<file path="config.mk">
export PLATFORM = sky130hd
export DESIGN_NAME = sisl_top
export DESIGN_NICKNAME = d
export VERILOG_FILES = /design/src/include/sisl_pkg.sv /design/src/include/sisl_hold_if.sv /design/src/logic/sisl_hold_timer.sv /design/src/logic/sisl_top.sv
export SDC_FILE = /design/constraint.sdc
export NUM_CORES = 1
export LEC_CHECK = 0
export BUFFER_PORTS_ARGS = -buffer_cell sky130_fd_sc_hd__buf_2
export CAP_MARGIN = 15
export CORE_ASPECT_RATIO = 0.5
export CORE_UTILIZATION = 55
export DETAILED_ROUTE_END_ITERATION = 6
export GPL_TIMING_DRIVEN = 0
export PLACE_DENSITY = 0.94
export SYNTH_ARGS = -nofsm -noshare
export SYNTH_HDL_FRONTEND = slang
export SYNTH_SLANG_ARGS = --single-unit
</file>
<file path="constraint.sdc">
create_clock -name i_sys_clk -period 4.36 [get_ports i_sys_clk]
set_input_delay 0.218 -clock i_sys_clk [delete_from_list [all_inputs] [get_ports i_sys_clk]]
set_output_delay 0.218 -clock i_sys_clk [all_outputs]
set_load 0.01 [all_outputs]
</file>
<file path="src/include/sisl_pkg.sv">
// Constants and types shared by the servo input signal logic.
//
// Summary of operation
// - Shorting the servo enable input to the common turns the base circuit on (servo on).
// - Opening the servo enable input shuts the base circuit off so the motor coasts.
// - An auto-on control bit forces the servo enable input active whatever the pin does.
// - An alarm clears only once the clear input has stayed open longer than 50 ms.
// - Alarms of the latched type are not cleared by the alarm clear input.
// - Asserting the alarm clear input with no alarm present shuts the base circuit off.
// - By default an open travel-limit input causes a sudden stop and servo lock, both raised in the same cycle.
// - With the slow-stop control bit set, an open travel limit gives a decelerating stop.
// - A travel-limit input reads 0 when open from the common and 1 when shorted to it.
// - Two separate auto-on bits force the forward and reverse travel limits active.
package sisl_pkg;

  ////////////////////////////////////////////////////////////////////////////////
  // Register map, byte addresses on the Avalon-MM slave.
  localparam logic [3:0] SISL_ADDR_CTRL = 4'h0;
  localparam logic [3:0] SISL_ADDR_STATUS = 4'h4;
  localparam logic [3:0] SISL_ADDR_IRQ_STAT = 4'h8;
  localparam logic [3:0] SISL_ADDR_IRQ_MASK = 4'hC;

  // Control register fields.
  localparam int SISL_CTRL_AUTO_SON = 0;
  localparam int SISL_CTRL_AUTO_FWD = 1;
  localparam int SISL_CTRL_AUTO_REV = 2;
  localparam int SISL_CTRL_SLOW_STOP = 3;
  localparam logic [3:0] SISL_CTRL_RST = 4'h0;

  // Status register fields.
  localparam int SISL_STS_BASE_ON = 0;
  localparam int SISL_STS_ALARM = 1;
  localparam int SISL_STS_ALARM_LATCHED = 2;
  localparam int SISL_STS_CCW_PERMIT = 3;
  localparam int SISL_STS_CW_PERMIT = 4;
  localparam int SISL_STS_SUDDEN = 5;
  localparam int SISL_STS_SLOW = 6;
  localparam int SISL_STS_LOCK = 7;
  localparam int SISL_STS_CLR_TIMING = 8;

  // Interrupt status and mask fields.
  localparam int SISL_IRQ_ALARM_SET = 0;
  localparam int SISL_IRQ_ALARM_CLR = 1;
  localparam int SISL_IRQ_LIMIT_STOP = 2;
  localparam int SISL_IRQ_BASE_OFF = 3;
  localparam logic [3:0] SISL_IRQ_STAT_RST = 4'h0;
  localparam logic [3:0] SISL_IRQ_MASK_RST = 4'h0;

  ////////////////////////////////////////////////////////////////////////////////
  // Timing.
  localparam longint SISL_CLK_HZ = 100_000_000;
  localparam longint SISL_CLR_HOLD_MS = 50;
  localparam longint SISL_CLR_HOLD_CYC = (SISL_CLR_HOLD_MS * SISL_CLK_HZ + 999) / 1000;
  localparam int SISL_TMR_W = 32;

  ////////////////////////////////////////////////////////////////////////////////
  // State encodings.
  typedef enum logic
  {
    SISL_BUS_IDLE = 1'b0,
    SISL_BUS_ACK = 1'b1
  } sisl_bus_st_t;

  typedef enum logic [1:0]
  {
    SISL_CLR_IDLE = 2'b00,
    SISL_CLR_ARMED = 2'b01,
    SISL_CLR_TIMING = 2'b11
  } sisl_clr_st_t;

endpackage

</file>
<file path="src/include/sisl_hold_if.sv">
// Carrier between the input logic and its alarm-clear hold timer.
interface sisl_hold_if;
  logic run;
  logic done;

  modport ctl
  (
    output run,
    input done
  );

  modport tmr
  (
    input run,
    output done
  );
endinterface

</file>
<file path="src/logic/sisl_hold_timer.sv">
// Hold timer: reports once its run level has stayed high longer than the limit.
module sisl_hold_timer
#(
  parameter logic [sisl_pkg::SISL_TMR_W-1:0] LIMIT =
    sisl_pkg::SISL_TMR_W'(sisl_pkg::SISL_CLR_HOLD_CYC)
)
(
  input wire logic i_sys_clk,
  input wire logic i_rst_n,
  sisl_hold_if.tmr hold
);

  typedef struct packed
  {
    logic [sisl_pkg::SISL_TMR_W-1:0] cnt;
    logic done;
  } sisl_tmr_st_t;

  sisl_tmr_st_t st_r;
  sisl_tmr_st_t st_nxt;

  // The count restarts whenever run drops, so a short bounce never completes.
  always_comb
  begin
    st_nxt = st_r;
    st_nxt.done = 1'b0;
    if (!hold.run)
    begin
      st_nxt.cnt = '0;
    end
    else if (st_r.cnt < LIMIT)
    begin
      st_nxt.cnt = st_r.cnt + sisl_pkg::SISL_TMR_W'(1);
    end
    else
    begin
      st_nxt.done = 1'b1;
    end
  end

  always_ff @(posedge i_sys_clk)
  begin
    if (!i_rst_n)
    begin
      st_r <= '0;
    end
    else
    begin
      st_r <= st_nxt;
    end
  end

  assign hold.done = st_r.done;

endmodule

</file>
<file path="src/logic/sisl_top.sv">
// Servo input signal logic: enable, alarm clear and travel limits behind an Avalon-MM slave.
module sisl_top
#(
  parameter logic [sisl_pkg::SISL_TMR_W-1:0] CLR_HOLD_CYC =
    sisl_pkg::SISL_TMR_W'(sisl_pkg::SISL_CLR_HOLD_CYC)
)
(
  input wire logic i_sys_clk,
  input wire logic i_rst_n,
  input wire logic [3:0] i_avs_address,
  input wire logic i_avs_read,
  input wire logic i_avs_write,
  input wire logic [31:0] i_avs_writedata,
  input wire logic [3:0] i_avs_byteenable,
  output logic [31:0] o_avs_readdata,
  output logic o_avs_waitrequest,
  input wire logic i_servo_enable_input,
  input wire logic i_alarm_clear_input,
  input wire logic i_fwd_travel_limit_input,
  input wire logic i_rev_travel_limit_input,
  input wire logic i_alarm_event,
  input wire logic i_alarm_latched_type,
  output logic o_base_on,
  output logic o_alarm,
  output logic o_ccw_permit,
  output logic o_cw_permit,
  output logic o_sudden_stop,
  output logic o_slow_stop,
  output logic o_servo_lock,
  output logic o_irq
);

  typedef struct packed
  {
    sisl_pkg::sisl_bus_st_t bus;
    logic wait_req;
    logic [31:0] rdata;
    logic [3:0] ctrl;
    logic [3:0] irq_stat;
    logic [3:0] irq_mask;
    sisl_pkg::sisl_clr_st_t clr;
    logic alarm;
    logic latched;
    logic base_on;
    logic ccw;
    logic cw;
    logic sudden;
    logic slow;
    logic lock;
    logic irq;
  } sisl_top_st_t;

  sisl_top_st_t st_r;
  sisl_top_st_t st_nxt;
  sisl_hold_if hold ();

  ////////////////////////////////////////////////////////////////////////////////
  // Alarm-clear hold timer.
  sisl_hold_timer
  #(
    .LIMIT(CLR_HOLD_CYC)
  )
  u_hold
  (
    .i_sys_clk(i_sys_clk),
    .i_rst_n(i_rst_n),
    .hold(hold)
  );

  assign hold.run = (st_r.clr == sisl_pkg::SISL_CLR_TIMING);

  ////////////////////////////////////////////////////////////////////////////////
  // Next state.
  logic son_eff;
  logic fwd_eff;
  logic rev_eff;
  logic alarm_cleared;
  logic limit_open;
  logic [31:0] status_word;
  logic [31:0] read_word;
  logic [3:0] irq_events;
  logic [3:0] irq_w1c;

  always_comb
  begin
    st_nxt = st_r;
    son_eff = i_servo_enable_input | st_r.ctrl[sisl_pkg::SISL_CTRL_AUTO_SON];
    // A pin high means shorted to the common, read as on.
    fwd_eff = i_fwd_travel_limit_input | st_r.ctrl[sisl_pkg::SISL_CTRL_AUTO_FWD];
    rev_eff = i_rev_travel_limit_input | st_r.ctrl[sisl_pkg::SISL_CTRL_AUTO_REV];
    alarm_cleared = 1'b0;
    irq_events = '0;
    irq_w1c = '0;

    // Alarm clear sequence: shorted, then open, then open long enough.
    unique case (st_r.clr)
      sisl_pkg::SISL_CLR_IDLE:
      begin
        if (i_alarm_clear_input)
        begin
          st_nxt.clr = sisl_pkg::SISL_CLR_ARMED;
        end
      end
      sisl_pkg::SISL_CLR_ARMED:
      begin
        if (!i_alarm_clear_input)
        begin
          st_nxt.clr = sisl_pkg::SISL_CLR_TIMING;
        end
      end
      sisl_pkg::SISL_CLR_TIMING:
      begin
        if (i_alarm_clear_input)
        begin
          st_nxt.clr = sisl_pkg::SISL_CLR_ARMED;
        end
        else if (hold.done)
        begin
          st_nxt.clr = sisl_pkg::SISL_CLR_IDLE;
          alarm_cleared = st_r.alarm & ~st_r.latched;
        end
      end
      default:
      begin
        st_nxt.clr = sisl_pkg::SISL_CLR_IDLE;
      end
    endcase

    // A new alarm in the clearing cycle wins over the clear.
    if (alarm_cleared)
    begin
      st_nxt.alarm = 1'b0;
    end
    if (i_alarm_event)
    begin
      st_nxt.alarm = 1'b1;
      st_nxt.latched = st_r.latched | i_alarm_latched_type;
    end

    // Base circuit; the clear input drops it only when no alarm is present.
    st_nxt.base_on = son_eff & ~st_nxt.alarm
      & ~(i_alarm_clear_input & ~st_r.alarm);

    // Direction gating; with the base off nothing moves and nothing is locked.
    st_nxt.ccw = st_nxt.base_on & fwd_eff;
    st_nxt.cw = st_nxt.base_on & rev_eff;
    limit_open = st_nxt.base_on & (~fwd_eff | ~rev_eff);
    st_nxt.sudden = limit_open & ~st_r.ctrl[sisl_pkg::SISL_CTRL_SLOW_STOP];
    st_nxt.slow = limit_open & st_r.ctrl[sisl_pkg::SISL_CTRL_SLOW_STOP];
    st_nxt.lock = limit_open;

    irq_events[sisl_pkg::SISL_IRQ_ALARM_SET] = i_alarm_event & ~st_r.alarm;
    irq_events[sisl_pkg::SISL_IRQ_ALARM_CLR] = alarm_cleared & ~i_alarm_event;
    irq_events[sisl_pkg::SISL_IRQ_LIMIT_STOP] = limit_open & ~st_r.lock;
    irq_events[sisl_pkg::SISL_IRQ_BASE_OFF] = st_r.base_on & ~st_nxt.base_on;

    status_word = '0;
    status_word[sisl_pkg::SISL_STS_BASE_ON] = st_r.base_on;
    status_word[sisl_pkg::SISL_STS_ALARM] = st_r.alarm;
    status_word[sisl_pkg::SISL_STS_ALARM_LATCHED] = st_r.latched;
    status_word[sisl_pkg::SISL_STS_CCW_PERMIT] = st_r.ccw;
    status_word[sisl_pkg::SISL_STS_CW_PERMIT] = st_r.cw;
    status_word[sisl_pkg::SISL_STS_SUDDEN] = st_r.sudden;
    status_word[sisl_pkg::SISL_STS_SLOW] = st_r.slow;
    status_word[sisl_pkg::SISL_STS_LOCK] = st_r.lock;
    status_word[sisl_pkg::SISL_STS_CLR_TIMING] = hold.run;

    unique case (i_avs_address)
      sisl_pkg::SISL_ADDR_CTRL: read_word = {28'h0000000, st_r.ctrl};
      sisl_pkg::SISL_ADDR_STATUS: read_word = status_word;
      sisl_pkg::SISL_ADDR_IRQ_STAT: read_word = {28'h0000000, st_r.irq_stat};
      sisl_pkg::SISL_ADDR_IRQ_MASK: read_word = {28'h0000000, st_r.irq_mask};
      default: read_word = 32'h00000000;
    endcase

    // Bus slave: one wait cycle, then the access completes with waitrequest low.
    unique case (st_r.bus)
      sisl_pkg::SISL_BUS_IDLE:
      begin
        st_nxt.wait_req = 1'b1;
        if (i_avs_read | i_avs_write)
        begin
          st_nxt.bus = sisl_pkg::SISL_BUS_ACK;
          st_nxt.wait_req = 1'b0;
          st_nxt.rdata = i_avs_read ? read_word : 32'h00000000;
        end
      end
      sisl_pkg::SISL_BUS_ACK:
      begin
        st_nxt.bus = sisl_pkg::SISL_BUS_IDLE;
        st_nxt.wait_req = 1'b1;
        if (i_avs_write & i_avs_byteenable[0])
        begin
          unique case (i_avs_address)
            sisl_pkg::SISL_ADDR_CTRL: st_nxt.ctrl = i_avs_writedata[3:0];
            sisl_pkg::SISL_ADDR_IRQ_STAT: irq_w1c = i_avs_writedata[3:0];
            sisl_pkg::SISL_ADDR_IRQ_MASK: st_nxt.irq_mask = i_avs_writedata[3:0];
            default:
            begin
            end
          endcase
        end
      end
    endcase

    // Set wins over a write-one-to-clear in the same cycle.
    st_nxt.irq_stat = (st_r.irq_stat & ~irq_w1c) | irq_events;
    st_nxt.irq = |(st_nxt.irq_stat & st_nxt.irq_mask);
  end

  ////////////////////////////////////////////////////////////////////////////////
  // State register.
  always_ff @(posedge i_sys_clk)
  begin
    if (!i_rst_n)
    begin
      st_r <= '0;
      st_r.bus <= sisl_pkg::SISL_BUS_IDLE;
      st_r.wait_req <= 1'b1;
      st_r.ctrl <= sisl_pkg::SISL_CTRL_RST;
      st_r.irq_stat <= sisl_pkg::SISL_IRQ_STAT_RST;
      st_r.irq_mask <= sisl_pkg::SISL_IRQ_MASK_RST;
      st_r.clr <= sisl_pkg::SISL_CLR_IDLE;
    end
    else
    begin
      st_r <= st_nxt;
    end
  end

  assign o_avs_readdata = st_r.rdata;
  assign o_avs_waitrequest = st_r.wait_req;
  assign o_base_on = st_r.base_on;
  assign o_alarm = st_r.alarm;
  assign o_ccw_permit = st_r.ccw;
  assign o_cw_permit = st_r.cw;
  assign o_sudden_stop = st_r.sudden;
  assign o_slow_stop = st_r.slow;
  assign o_servo_lock = st_r.lock;
  assign o_irq = st_r.irq;

endmodule

</file>
==> results of run 1 <==
## routing by layer
layer	vias to the layer above	wire length, um	global-route usage (%)
met1	1372	3193	33.73
met5	-	0	0
met2	202	3637	44.94
li1	1352	-	-
met3	20	788	8.383
met4	0	129	9.653
## sequential cells by signal (all words and copies together), names as in the netlist
| name | cells |
|---|---|
| u_hold.st_r | 32 |
| st_r | 16 |
| o_avs_readdata | 9 |
| o_alarm | 1 |
| o_avs_waitrequest | 1 |
| o_base_on | 1 |
| o_ccw_permit | 1 |
| o_cw_permit | 1 |
| o_irq | 1 |
| o_servo_lock | 1 |
| o_slow_stop | 1 |
| o_sudden_stop | 1 |
| u_hold.hold.done | 1 |
## cells by family after synthesis
kind of cell | Yosys count
fa+ha+maj | 1
compound gates | 76
simple gates | 136
other cells | 1
flops | 67
mux | 12
buf+inv | 53
## cells in the final DEF, fill, tap and decap left out, types with 3 or more instances in the layout
cell type,n
clkinv_2,3
o22ai_1,3
nor2_1,38
buf_4,32
nor4b_1,3
o21ai_0,8
nand4_1,4
or4_1,13
and4_1,5
inv_1,7
conb_1,23
a22oi_1,9
mux2i_1,7
buf_2,39
a31oi_1,3
mux4_2,4
o211ai_1,3
nand3_1,17
clkbuf_1,9
and2_1,15
o31ai_1,11
dfxtp_1,67
clkbuf_16,9
and3_1,5
a21oi_1,23
nand2_1,17
or3_1,5
## layout make-up
type                       count  share of cell area, %
timing repair buffer          34                  4.555
multi-input combinational    248                  41.02
inverter                       7                 0.7033
clock inverter                 6                  1.072
sequential                    67                  35.90
clock buffer                  10                  6.397
buffer                        46                  8.004
tap                           70                  2.344
## stage by stage
step                worst slack [ns]  instances
finish                         2.009        488
global route                   1.878        488
CTS                            2.065        488
detailed placement             2.144        472
global placement               2.182        472
floorplan                      2.382        368
## final timing paths
check,startpoint,end,slack [ns],cells after the start
max reg2reg,u_hold.st_r[17],u_hold.st_r[1],2.01,7
max,u_hold.st_r[17],u_hold.st_r[1],2.01,7
min,i_alarm_clear_input,st_r[10],0.12,2
min reg2reg,u_hold.st_r[32],u_hold.st_r[32],0.45,1
## where the power goes
group	internal [mW]	total [mW]	switching, mW
sequential	0.619	0.626	0.00641
combinational	0.0319	0.0743	0.0424
clock	0.400	0.676	0.276
total	1.05	1.38	0.325
==> run metrics, run 1 <==
fmax 0.4254 GHz; VDD IR-drop max 0.2947 mV; ys flop type dfxtp_1; DRT Wirelength 7747 um; grt total ovfl 0; Fin Setup TNS 0 ns; layout net count 464; chip height 55.23 um; total power 1.376 mW; Synth Register Bits 67; number of detailed-route iterations in the first pass 5; Post-synth EDFFs 0; post-synthesis cell count 346; top cells by area, synth dfxtp_1 (43%), buf_4 (7.7%), nor2_1 (4.6%); CTS tree done; hold-fix buffers at CTS 0; CP startpoint kind register; Initial DRC Count 447; fraction of registers with async set/reset 0%; Worst path slowest cell a21oi_1; Horiz. Die Dim 108.5 um; ratio of cells with drive above 1 in the final layout 23.68%; Slew @ Worst Pin 0.9869 ns; Area Growth Syn to Fin 19.87%; largest net degree at the start of global routing 13; pwr dens 368.2 nW/um^2; Compound-Gate Fraction of Synth Area 16.30%; Worst EP required 4.61 ns; cell area after placement 3457 um^2; synthesized-area fraction occupied by and/or/nand/nor cells 24.21%; gp weighted congestion 0.8612; crit path max fanout 10; cell taking the most area after synthesis dfxtp_1; DP HPWL 4990 um; CTS Buffer Depth 2; Core Util, Final 72.13%; Clock transition at path regs 0.06 ns; CP Cell Sequence nor4_1 -> o2111ai_1 -> a21oi_1 -> buf_2 -> buf_2 -> o21ai_0 -> a21oi_1; Core ar. 5180 um^2; outcome finished clean; io pins 91; Routed wire per std cell 15.88 um; most common cell in the netlist dfxtp_1; Clock Latency Late Sink 0.33 ns; critical path's largest stage delay 0.49 ns; synth warn 0; Avg Vias per Cell 6.037; synthesized cell area 3117 um^2; Synth top cells by count dfxtp_1 (67), nor2_1 (38), buf_4 (32); Starting Density 60.17%; setup bufs post-CTS 0; register area share after synthesis 43.03%; PortBufs 34; max-slew violation count 0; Die ar. 5990 um^2; Worst Hold Class in -> reg; static leakage 1.585 nW; Global Route Usage Sum 27.28%; count of clock tree sinks 67; number of diodes 0; antenna-violating nets left 0; Top Family by Delay on Critical Path compound AO/OA/AOI/OAI gates; critical path class reg -> reg; mux cell area share after synthesis 5.500%; Post-Synth XOR/XNOR Area 0%; post-synth cell types 49; # H-tree levels 3; minimum clock period 2.351 ns; post-CTS sizing 0; Hold WS 0.1244 ns; MaxCap Viol Count 0; CP bufs+invs 2; Synth Area in Adders 0.4014%; vias in the first global route 2705; Max-Slew Margin vs Limit 33.28%; Fillers 341; main combinational cell family by area after synthesis simple AND/OR/NAND/NOR gates; FF+latch area 1341 um^2; Post-Layout Inst Area 3736 um^2; row count 18; first-pass GRT wire length 12860 um; via count 2946; initial antenna violation count 0; post-synth top area share 43.03%; crit path DAT 2.60 ns; Crit. End Element register; drt drc 0; Synth Area per Inst 9.008 um^2; TritonCTS Buffers 9; Hold Fails Final Rpt 0; unrepaired setup endpoints after global routing no; Clock Tree Root clkbuf_16; clk_skew 0.005368 ns; multi-input logic area 1533 um^2; Tcrit/Tclk final 53.92%; Final setup viols 0
Power figures use the tool's default switching activity.
==> run 2, diff against run 1 <==
--- a/config.mk
+++ b/config.mk
@@ -8,10 +8,10 @@
 export BUFFER_PORTS_ARGS = -buffer_cell sky130_fd_sc_hd__buf_2
 export CAP_MARGIN = 15
 export CORE_ASPECT_RATIO = 0.5
-export CORE_UTILIZATION = 55
+export CORE_UTILIZATION = 47
 export DETAILED_ROUTE_END_ITERATION = 6
 export GPL_TIMING_DRIVEN = 0
-export PLACE_DENSITY = 0.94
+export PLACE_DENSITY = 0.86
 export SYNTH_ARGS = -nofsm -noshare
 export SYNTH_HDL_FRONTEND = slang
 export SYNTH_SLANG_ARGS = --single-unit
==> constraint.sdc (replaced) <==
create_clock -name i_sys_clk -period 1.9 [get_ports i_sys_clk]
set_input_delay 0.095 -clock i_sys_clk [delete_from_list [all_inputs] [get_ports i_sys_clk]]
set_output_delay 0.095 -clock i_sys_clk [all_outputs]
set_load 0.01 [all_outputs]
==> run metrics, run 2 (same netlist as run 1, synthesis figures left out) <==
pwr dens 806.5 nW/um^2 (+120%); Worst Slack Setup Final -0.2556 ns (-2.265 ns); crit path max fanout 9 (-1); commonest non-fill, non-tap cell in the layout dfxtp_1; Largest Register u_hold.st_r; met1 global-route usage 25.84% (-7.9 points); antenna-violating nets left 0 (unchanged); Cells after DPL 490 (+3.8%); Routed wire per std cell 14.75 um (-7.1%); TritonCTS Buffers 9 (unchanged); number of diodes 0 (unchanged); outcome complete, but fails checks; gp weighted congestion 0.8413 (-2.3%); clk_skew 0.004994 ns (-0.0003746 ns); MaxCap Viol Count 0 (unchanged); PortBufs 34 (unchanged); unrepaired setup endpoints after global routing yes; row count 20 (+2); DRT Wirelength 7581 um (-2.1%); largest net degree at the start of global routing 12 (-1); violations in the final reports setup timing; VDD IR-drop max 0.5728 mV (+94%); Worst EP required 2.15 ns (-2.46 ns); total power 3.209 mW (+130%); Max-Slew Margin vs Limit 45.00% (+12 points); drt drc 0 (unchanged); Clock Latency Late Sink 0.33 ns (about the same); Global Route Usage Sum 21.33% (-5.9 points); CP startpoint kind register; chip height 59.58 um (+7.9%); CTS Buffer Depth 2 (unchanged); Area Growth Syn to Fin 27.66%; CTS tree done; Slew @ Worst Pin 0.8136 ns (-0.1733 ns); first-pass GRT wire length 11520 um (-10%); Horiz. Die Dim 117.2 um (+8.0%); count of clock tree sinks 67 (unchanged); Final setup viols 20 (+20); ratio of cells with drive above 1 in the final layout 28.40% (+4.7 points); cells on worst reg2reg path 6 (-1); Finished Layout Cells 514 (+5.3%); static leakage 1.647 nW (+3.9%); max-slew violation count 0 (unchanged); Hold Fails Final Rpt 0 (unchanged); flop2flop setup slack -0.26 ns (-2.26 ns); minimum clock period 2.156 ns (-0.1953 ns); Initial DRC Count 300 (-33%); met3 Track Usage GR 5.317% (-3.1 points); io pins 91 (unchanged); WHS Path Cells 3 (+1); grt total ovfl 0 (unchanged); Core ar. 6231 um^2 (+20%); most frequent cells in the layout dfxtp_1 (67), nor2_1 (37), buf_4 (37), buf_2 (34), conb_1 (23); Starting Density 50.02% (-10 points); Clock Tree Root clkbuf_16; DP HPWL 4748 um (-4.8%); Tcrit/Tclk final 113.5% (+60 points); Core Util, Final 63.86% (-8.3 points); fmax 0.4639 GHz (+9.1%); Worst Hold Class in -> reg; most crowded layer after global routing met2; Fin Setup TNS -3.219 ns (-3.219 ns); layout net count 473 (+1.9%); via count 2880 (-2.2%); crit path DAT 2.41 ns (-0.19 ns); Avg Vias per Cell 5.603 (-7.2%); max reg flops 32 (unchanged); Die ar. 6981 um^2 (+17%); initial antenna violation count 0 (unchanged); number of detailed-route iterations in the first pass 5 (unchanged); critical path class reg -> reg; # H-tree levels 3 (unchanged); GRT met2 Usage 36.64% (-8.3 points); vias in the first global route 2586 (-4.4%); Clock transition at path regs 0.05 ns (about the same); Crit. End Element register
run 2: changes by cell type in the layout (fill, tap and decap cells not counted), moves of 3 or more:
cell	change
or4_1	-3
or4_4	+3
buf_2	-5
buf_4	+5
buf_6	+5
dlygate4sd3_1	+3
run 2: worst max-delay path, cell delays in order, from the launching register on:
cell	delay, ns
dfxtp_1	0.30
or4_4	0.54
nor4_4	0.26
nand4_1	0.22
buf_6	0.19
or4_1	0.40
a21oi_1	0.16
run 2: per-layer routing:
layer	wire, um	vias up
met3	530	11
met1	3288	1343
met4	104	0
met5	0	-
li1	-	1378
met2	3658	148
run 2: timing repair:
item	4_1_cts	5_1_grt
endpoints found under the hold margin	3	0
endpoints found under the setup margin	24	26
pin swaps	0	8
gates resized for setup	5	34
hold buffers	3	0
setup buffers	3	2
cloned	0	1
run 2: stage by stage:
step	setup slack [ns]	hold slack, ns	cell area [um^2]
final	-0.2556	0.01684	3979
after floorplan	-0.002826	0.1727	3199
after global routing	-0.3086	0.03023	3979
after CTS	-0.2266	0.01917	3832
after detailed placement	-0.2538	0.3240	3480
after global placement	-0.2336	0.3279	3480
run 2: path summary, 6_finish.rpt:
| check | startpoint | endpoint |
|---|---|---|
| min reg2reg | u_hold.st_r[25] | u_hold.st_r[25] |
| min | i_alarm_latched_type | st_r[7] |
| max reg2reg | u_hold.st_r[31] | u_hold.st_r[20] |
| max | u_hold.st_r[31] | u_hold.st_r[20] |
run 2: cell type report:
class	count	area [um^2]
fill	481	2252
timing repair buffer	43	249.0
multi-input combinational	248	1642
inverter	7	26.28
tap	88	110.1
clock buffer	10	229.0
clock inverter	5	55.05
buffer	46	326.6
sequential	67	1341
run 2: power breakdown:
group	internal, mW	leakage [nW]	switching (mW)	total, mW
logic	0.0776	0.971	0.0946	0.172
clock network	1.00	0.134	0.598	1.60
registers	1.42	0.542	0.0147	1.44
total	2.50	1.65	0.707	3.21
